**src/pkg/mvc_pkg.sv**
```systemverilog
package mvc_pkg;
  // Table geometry
  localparam int NUM_ENTRIES = 8;
  localparam int IDX_W       = 3;
  localparam int MAC_W       = 48;
  localparam int VID_W       = 12;
  localparam int PRI_W       = 3;
  // Legal VLAN identifier range
  localparam logic [VID_W-1:0] VID_MIN = 12'h001;
  localparam logic [VID_W-1:0] VID_MAX = 12'hFFE;
  // Reset values
  localparam logic [MAC_W-1:0] MAC_RST = 48'h0000_0000_0000;
  localparam logic [VID_W-1:0] VID_RST = 12'h000;
  localparam logic [PRI_W-1:0] PRI_RST = 3'h0;
  localparam logic [IDX_W-1:0] IDX_RST = 3'h0;
  // Verdict encoding of a classified frame
  typedef enum logic [1:0] {
    MVC_NO_MATCH = 2'b00,
    MVC_FORWARD  = 2'b01,
    MVC_DROP     = 2'b11
  } mvc_verdict_t;
  // Masked compare of one entry against a source address
  function automatic logic mvc_hit(input logic [MAC_W-1:0] sa,
                                   input logic [MAC_W-1:0] key,
                                   input logic [MAC_W-1:0] msk);
    mvc_hit = ((sa ^ key) & msk) == MAC_RST;
  endfunction
endpackage

```
**src/hw/mvc_entry.sv**
```systemverilog
`timescale 1ns/1ps
// One mapping entry: storage plus masked compare
module mvc_entry
  import mvc_pkg::*;
(
  input  wire logic               sys_clk,
  input  wire logic               rst_b,
  input  wire logic               wr_en,
  input  wire logic               wr_active,
  input  wire logic [MAC_W-1:0]   wr_mac,
  input  wire logic [MAC_W-1:0]   wr_mask,
  input  wire logic [VID_W-1:0]   wr_vid,
  input  wire logic [PRI_W-1:0]   wr_pri,
  input  wire logic [MAC_W-1:0]   src_mac,
  output logic                    hit,
  output logic [VID_W-1:0]        vid,
  output logic [PRI_W-1:0]        pri
);
  logic             active;   // Entry takes part in lookup
  logic [MAC_W-1:0] key;      // Stored address
  logic [MAC_W-1:0] msk;      // Per-bit match mask

  // Entry storage, loaded only with a legal write
  always_ff @(posedge sys_clk or negedge rst_b) begin
    if (!rst_b) begin
      active <= 1'b0;
      key    <= MAC_RST;
      msk    <= MAC_RST;
      vid    <= VID_RST;
      pri    <= PRI_RST;
    end else if (wr_en) begin
      active <= wr_active;
      key    <= wr_mac;
      msk    <= wr_mask;
      vid    <= wr_vid;
      pri    <= wr_pri;
    end
  end

  // Inactive entries never hit; mask zero bits are ignored
  assign hit = active && mvc_hit(src_mac, key, msk);
endmodule

```
**src/hw/mvc_classifier.sv**
```systemverilog
`timescale 1ns/1ps
// Function
// - Look up source address of untagged frames
// - Matched frame takes entry VLAN identifier
// - Valid VLAN frames continue ingress processing
// - Invalid VLAN frames are dropped
// - Mask f bits compare, 0 bits ignored
// - Entry VLAN identifier limited to 1..4094
// - Entry priority 0..7, larger is higher
// - Only active entries join the lookup
module mvc_classifier
  import mvc_pkg::*;
(
  input  wire logic                  sys_clk,
  input  wire logic                  rst_b,
  // Configuration write port
  input  wire logic                  cfg_wr,
  input  wire logic [IDX_W-1:0]      cfg_idx,
  input  wire logic                  cfg_active,
  input  wire logic [MAC_W-1:0]      cfg_mac,
  input  wire logic [MAC_W-1:0]      cfg_mask,
  input  wire logic [VID_W-1:0]      cfg_vid,
  input  wire logic [PRI_W-1:0]      cfg_pri,
  output logic                       cfg_reject,
  // VLAN table answer, combinational from outside
  output logic [VID_W-1:0]           vtab_vid,
  input  wire logic                  vtab_valid,
  // Frame request
  input  wire logic                  frm_valid,
  input  wire logic                  frm_untagged,
  input  wire logic [MAC_W-1:0]      frm_src_mac,
  // Verdict
  output logic                       res_valid,
  output logic                       res_match,
  output logic                       res_forward,
  output logic                       res_drop,
  output logic [VID_W-1:0]           res_vid,
  output logic [PRI_W-1:0]           res_pri
);
  import mvc_pkg::*;

  ////////////////////////////////////////////////////////////////////////
  // Entry array
  logic [NUM_ENTRIES-1:0] ent_hit;               // Per-entry hit
  logic [VID_W-1:0]       ent_vid [NUM_ENTRIES]; // Per-entry VLAN
  logic [PRI_W-1:0]       ent_pri [NUM_ENTRIES]; // Per-entry priority
  wire                    vid_ok;                // Write VLAN in range

  // Out-of-range VLAN identifiers reach storage only with a write that clears active
  assign vid_ok     = (cfg_vid >= VID_MIN) && (cfg_vid <= VID_MAX);
  assign cfg_reject = cfg_wr && cfg_active && !vid_ok;

  // One slot per entry; every slot compares the same source address,
  // so the search costs no extra cycle whatever the table size
  genvar g;
  generate
    for (g = 0; g < NUM_ENTRIES; g++) begin : g_ent
      wire we;  // Write to this slot; clearing active is always allowed
      assign we = cfg_wr && (cfg_idx == IDX_W'(g))
                  && (vid_ok || !cfg_active);
      mvc_entry u_ent (
        .sys_clk   (sys_clk),
        .rst_b     (rst_b),
        .wr_en     (we),
        .wr_active (cfg_active),
        .wr_mac    (cfg_mac),
        .wr_mask   (cfg_mask),
        .wr_vid    (cfg_vid),
        .wr_pri    (cfg_pri),
        .src_mac   (frm_src_mac),
        .hit       (ent_hit[g]),
        .vid       (ent_vid[g]),
        .pri       (ent_pri[g])
      );
    end
  endgenerate

  ////////////////////////////////////////////////////////////////////////
  // Selection: among several hits the highest priority wins,
  // ties go to the lowest index so the result is deterministic
  logic             sel_any;  // Some active entry hit
  logic [VID_W-1:0] sel_vid;  // Winning VLAN identifier
  logic [PRI_W-1:0] sel_pri;  // Winning priority

  always_comb begin
    sel_any = 1'b0;
    sel_vid = VID_RST;
    sel_pri = PRI_RST;
    // Strict greater-than keeps the lower index on a tie
    for (int i = 0; i < NUM_ENTRIES; i++) begin
      if (ent_hit[i] && (!sel_any || ent_pri[i] > sel_pri)) begin
        sel_any = 1'b1;
        sel_vid = ent_vid[i];
        sel_pri = ent_pri[i];
      end
    end
  end

  // Only untagged frames are searched
  wire lookup;
  assign lookup   = frm_valid && frm_untagged;
  assign vtab_vid = sel_vid;

  // The table answer is ignored when nothing hit
  mvc_verdict_t next_verdict;  // Verdict of this request
  assign next_verdict = !sel_any   ? MVC_NO_MATCH
                      : vtab_valid ? MVC_FORWARD
                      :              MVC_DROP;

  ////////////////////////////////////////////////////////////////////////
  // Registered verdict, one cycle after the request
  always_ff @(posedge sys_clk or negedge rst_b) begin
    if (!rst_b) begin
      // No verdict while reset is held
      res_valid   <= 1'b0;
      res_match   <= 1'b0;
      res_forward <= 1'b0;
      res_drop    <= 1'b0;
      res_vid     <= VID_RST;
      res_pri     <= PRI_RST;
    end else begin
      // Every edge: verdict of the request seen at this edge
      res_valid   <= lookup;
      res_match   <= lookup && sel_any;
      res_forward <= lookup && (next_verdict != MVC_DROP);
      res_drop    <= lookup && (next_verdict == MVC_DROP);
      res_vid     <= lookup && sel_any ? sel_vid : VID_RST;
      res_pri     <= lookup && sel_any ? sel_pri : PRI_RST;
    end
  end

  // No hitting entry may outrank the winner
  generate
    for (g = 0; g < NUM_ENTRIES; g++) begin : g_win

    end
  endgenerate
endmodule

```
**config.mk**
```make
export PLATFORM = sky130hd
export DESIGN_NAME = mvc_classifier
export DESIGN_NICKNAME = d
export VERILOG_FILES = /design/src/pkg/mvc_pkg.sv /design/src/hw/mvc_entry.sv /design/src/hw/mvc_classifier.sv
export SDC_FILE = /design/constraint.sdc
export NUM_CORES = 2
export LEC_CHECK = 0
export ABC_AREA = 1
export BUFFER_PORTS_ARGS = -buffer_cell sky130_fd_sc_hd__buf_4
export CORE_ASPECT_RATIO = 1.4
export CORE_MARGIN = 10
export CORE_UTILIZATION = 55
export CTS_CLUSTER_SIZE = 14
export DETAILED_ROUTE_END_ITERATION = 6
export PLACE_DENSITY = 0.76
export SLEW_MARGIN = 10
export SYNTH_ARGS = -nofsm -noshare
export SYNTH_HDL_FRONTEND = slang
export SYNTH_SLANG_ARGS = --single-unit
export TNS_END_PERCENT = 1
```
**constraint.sdc**
```tcl
create_clock -name sys_clk -period 17.6 [get_ports sys_clk]
set_input_delay 0.88 -clock sys_clk [delete_from_list [all_inputs] [get_ports sys_clk]]
set_output_delay 0.88 -clock sys_clk [all_outputs]
set_load 0.02 [all_outputs]
```
Yosys cells after proc, flatten, opt, wreduce, memory -nomap -nowiden --
Index checks and enable logic that the tools add are counted.
Cells by class: order comparisons 9, equality and inequality tests 9, muxes and demuxes 28, bitwise logic cells 16, reduce and logical (&&, ||, !) cells 64
Operators with widths (count):
- $and 48x48->48 | 8
- $logic_not 48->1 | 8
- $xor 48x48->48 | 8
- $mux 12 | 9
- $logic_and 1x1->1 | 38
- $mux 3 | 9
- $gt 3x3->1 | 7
- $eq 3x3->1 const B | 4
- $ge 12x1->1 const B | 1
- $le 12x12->1 const B | 1
- $logic_not 1->1 | 9
- $logic_or 1x1->1 | 8
- $mux 1 | 8
- $eq 3x2->1 const B | 2
- $mux 2 | 2
- $eq 3x1->1 const B | 1
- $logic_not 3->1 | 1
- $eq 2x2->1 const B | 1
- $ne 2x2->1 const B | 1
Storage, ports and cells: register bits after elaboration 915, input port bits 169, output and inout port bits 32

Depth between registers and ports, before layout --
depth in word-level cells 36, mapped depth 80, mapped depth without buffers 75

By module --
Synthesis repeated with hierarchy kept, for this count alone.
Second synthesis, totals: cell total of the unflattened synthesis 4893, area total of the unflattened synthesis 45205.9 um2
By module, submodules not included:
- mvc_entry | instances 8, cells an instance 551, area an instance 5298.8 um2
- mvc_classifier | instances 1, cells an instance 485, area an instance 2815.2 um2

Worst setup path before layout --
OpenSTA, ideal clock, no wires.
path type input-to-output, from in frm_src_mac[32], to out vtab_vid[10], arrival 9075 ps, required time 16720 ps, setup slack 7645 ps, cell stages on the path 79, path buffers 5, cell sequence clkbuf_2 nand2_1 nand2_1 nor2_1 nor2_1 nand2_1 nor2_1 nand2_1 nor2_4 nand2_4 nor2_1 inv_1 ha_1 a21oi_1 o21ai_0 nand2_1 nand3_2 nand2_4 [43 not listed] o21ai_0 nand2_1 o21ai_1 nand2_1 buf_6 or2_2 nand2_2 ha_1 a21oi_1 o21ai_0 nand2_1 nand2_1 nand2_2 buf_6 o21ai_1 inv_1 nand2_2 nand2_1
Between the ends: cells in the longest elaborated chain, start to end 33
RTL lines:
- start: declaration | line mvc_classifier.sv:31 | input wire logic [MAC_W-1:0] frm_src_mac,
- $xor 48x48->48 | line mvc_pkg.sv:26 | mvc_hit = ((sa ^ key) & msk) == MAC_RST;
- $and 48x48->48 | line mvc_pkg.sv:26
- $logic_not 48->1 | line mvc_pkg.sv:26
- $logic_and 1x1->1 | line mvc_entry.sv:41 | assign hit = active && mvc_hit(src_mac, key, msk);
- $mux 3 or $mux 1 (tied branches) | line mvc_classifier.sv:91 | if (ent_hit[i] && (!sel_any || ent_pri[i] > sel_pri)) begin
- $gt 3x3->1 or $logic_not 1->1 (tied branches) | line mvc_classifier.sv:91
- $logic_or 1x1->1 | line mvc_classifier.sv:91
- $logic_and 1x1->1 | line mvc_classifier.sv:91
- [17 not listed]
- $gt 3x3->1 or $logic_not 1->1 (tied branches) | line mvc_classifier.sv:91
- $logic_or 1x1->1 | line mvc_classifier.sv:91
- $logic_and 1x1->1 | line mvc_classifier.sv:91
- $mux 3 or $mux 1 (tied branches) | line mvc_classifier.sv:91
- $gt 3x3->1 or $logic_not 1->1 (tied branches) | line mvc_classifier.sv:91
- $logic_or 1x1->1 | line mvc_classifier.sv:91
- $logic_and 1x1->1 | line mvc_classifier.sv:91
- $mux 12 (*) | line mvc_classifier.sv:91
- end: declaration | line mvc_classifier.sv:26 | output logic [VID_W-1:0] vtab_vid,
Mark *: on every way between the ends. The rest lies on a longest branch, timed or not.

Worst setup path in the final report --
from in frm_src_mac[11], to out vtab_vid[3]
Same word-level chain as after synthesis.

==> summary.md <==
| Metric | Value |
|---|---|
| Area after DPL | 0.0431 mm^2 |
| Initial antenna violation count | 8 |
| Worst min path class | in2async |
| Hold_buf cts | 0 |
| CP peak stage delay | 0.60 ns |
| Comb pwr share | 16.4% |
| Die X | 252 um |
| CP Data Arrival Time | 12.54 ns |
| Layout cells sized above 1 | 10.3% |
| DR pass1 iterations | 7 |
| Setup Viol. Count Final | 0 |
| Worst VDD drop | 0.0856 mV |
| Seq pwr share | 48.4% |
| Final worst slack | 4.18 ns |
| Setup tns final | 0 ns |
| Setup WS pre-CTS | 4.36 ns |
| IO Count | 201 |
| CTS Buffer Depth | 3 |
| Grt ovf | 0 |
| Critical Path End Type | output port |
| Layout Nets | 5162 |
| Count leader, synth | nand2_1 |
| R2R Path Start | g_ent[0].u_ent.key[11]$_DFFE_PN0P_ |
| Failing checks | DRC |
| DRC Markers | 4 |
| Initial DRC count | 3271 |
| Sw Ratio | 29.2% |
| Post-synth EDFFs | 0 |
| Buf/Inv on CP | 11 |
| Detailed placement HPWL | 80200 um |
| Root Buffer | clkbuf_16 |
| P_leak | 22.6 nW |
| CTS clock-pin slew for the worst setup and hold paths | 0.06 ns |
| Site Rows | 119 |
| # resized after CTS | 0 |
| Sequential fraction of the synthesis area | 55.3% |
| Die Ht | 345 um |
| Worst path slowest cell | nand2_1 |
| Gpl congestion | 0.923 |
| Top cells by area, synth | dfrtp_1, nand2_1, o21ai_0 |
| RSZ-0062 raised after global routing | false |
| CTS tree | done |
| Post-synthesis instance total | 4918 |
| Post-Syn Area | 0.0414 mm^2 |
| Fin. Hold Viols | 0 |
| Max-slew headroom | 18.9% |
| Core Util, Final | 61.7% |
| Largest net degree at the start of global routing | 188 |
| CP most frequent cell | nand2_1 |
| Depth of the CTS H-tree | 3 |
| Final ANT Viol Nets | 0 |
| CP top delay family | simple AND/OR/NAND/NOR gates |
| Number of fill cells | 6357 |
| Tightest Pin Transition | 1.22 ns |
| Number of global-route vias before repair | 32.0k |
| # clock sinks | 915 |
| Post-CTS Setup Bufs | 0 |
| Wire per inst | 19.3 um |
| Highest net fanout along the worst path | 29 |
| Final min period | 13.42 ns |
| Max frequency | 74.5 MHz |
| I/O Buffers | 200 |
| Final period util | 76.2% |
| FF-to-FF setup slack | 5.70 ns |
| Yosys reg bits | 915 |
| Clock power frac | 35.2% |
| Total Wirelength | 116000 um |
| Area delta synth->final | 11.6% |
| Worst skew pair latency | 0.65 ns |
| Most frequent cells after synthesis | nand2_1, o21ai_0, dfrtp_1 |
| FFs w/ async S/R, synth | 100% |
| Tot GR Track Use | 27.0% |
| Distinct cells, synth | 51 |
| Required time of the critical path | 16.72 ns |
| Synthesized Nets | 5108 |
| PD cells | 122 mW/mm^2 |
| Initial Util | 55.3% |
| Design area | 0.0462 mm^2 |
| CP Class | in2out |
| Global-route wire length before repair | 182000 um |
| Startpoint types | input pin |
| Slew Limit Fails | 0 |
| Design internal power | 4.00 mW |
| Synth warn | 0 |
| Net Sw Power | 1.65 mW |
| DR vias | 33.6k |
| Yosys top cell area share | 55.3% |
| Mean Syn Cell Area | 8.42 um^2 |
| Core area | 0.0749 mm^2 |
| Critical Path Source | frm_src_mac[11] |
| Max-cap violations | 0 |
| Die area | 0.0868 mm^2 |
| Setup Skew | 0.0238 ns |
| Primary FF master, synth | dfrtp_1 |
| Outcome | complete, but fails checks |
| Cell accounting for the most synthesized area | dfrtp_1 |
| TritonCTS buffer count | 87 |
| Avg Vias per Cell | 5.58 |
| Hold WS | 0.286 ns |
-- sequential cells by signal, indices dropped and copies added, names as in the netlist --
name	cells
g_ent.u_ent.key	384
res_forward	1
res_vid	12
g_ent.u_ent.vid	96
res_pri	3
res_match	1
g_ent.u_ent.pri	24
res_drop	1
res_valid	1
g_ent.u_ent.active	8
g_ent.u_ent.msk	384
-- power groups by stage --
stage | clock, mW | sequential, mW | combinational [mW]
after global placement | 0 | 2.75 | 0.894
after detailed placement | 0 | 2.76 | 0.925
after floorplan | 0 | 2.70 | 0.605
after global routing | 2.10 | 2.78 | 1.06
after CTS | 2.01 | 2.73 | 0.934
final | 1.99 | 2.74 | 0.929
-- final timing paths --
kind	to	cells past startpoint
max	vtab_vid[3]	75
min	g_ent[3].u_ent.msk[5]$_DFFE_PN0P_	1
max reg2reg	res_vid[0]$_DFF_PN0_	74
min reg2reg	g_ent[5].u_ent.msk[10]$_DFFE_PN0P_	2
max in group asynchronous	g_ent[2].u_ent.key[30]$_DFFE_PN0P_	4
min in group sys_clk	res_drop$_DFF_PN0_	2
-- placed cells by master (no fill, tap or decap), drive strengths merged --
cell / n
ha: 21
nand3b: 16
a21boi: 5
o21ai: 985
dfrtp: 915
clkinv: 16
a221oi: 5
nand2b: 1
nor3: 29
a31oi: 3
nand2: 1642
clkbuf: 134
nor2: 191
a2111oi: 5
a22o: 1
or2: 142
nand3: 233
clkinvlp: 4
a21oi: 51
diode: 6
nor4b: 2
nor4: 4
o2111ai: 3
o32ai: 1
bufinv: 7
and3: 1
o21a: 14
o22ai: 18
inv: 248
buf: 226
a32o: 2
o211ai: 2
xor2: 72
nand4: 43
-- cell families after synthesis --
group | share of synthesized area (%)
buf+inv | 5.34
simple gates | 23.5
xor+xnor | 1.52
flops | 55.3
compound gates | 13.7
fa+ha+maj | 0.635
-- layout make-up --
cell class | instances | area (um^2) | share of cell area, %
multi-input cells | 3492 | 16400 | 35.4
diodes | 6 | 15.0 | 0.0325
inverters | 250 | 941 | 2.04
clock inverters | 25 | 333 | 0.721
flip-flops and latches | 915 | 22900 | 49.6
repair buffers | 226 | 1720 | 3.72
clock buffers | 134 | 2720 | 5.88
well taps | 968 | 1210 | 2.62
-- worst register-to-register path: cells and delay by family (launching register included) --
family | cells | cell delay [ns]
AOI/OAI and AO/OA | 16 | 2.45
adders and majority gates | 7 | 2.11
buffers and inverters | 9 | 0.71
DFF | 1 | 0.40
and+or+nand+nor | 42 | 6.16
-- per-stage QoR --
| stage | std cells | total power [mW] |
|---|---|---|
| after CTS | 6010 | 5.68 |
| after global routing | 6013 | 5.95 |
| after global placement | 5851 | 3.64 |
| after floorplan | 4918 | 3.31 |
| after detailed placement | 5851 | 3.69 |
| final | 6016 | 5.66 |
-- metal layers --
metal  GRT usage [%]  vias up  part of all wire (%)
met5               0        -                 0.059
met3            5.00      273                   6.9
met4            14.2       10                   5.4
met1            32.4    16100                    38
met2            45.8     1095                    49
li1                -    16100                     -
No activity file was read; power rests on OpenSTA's default activity.
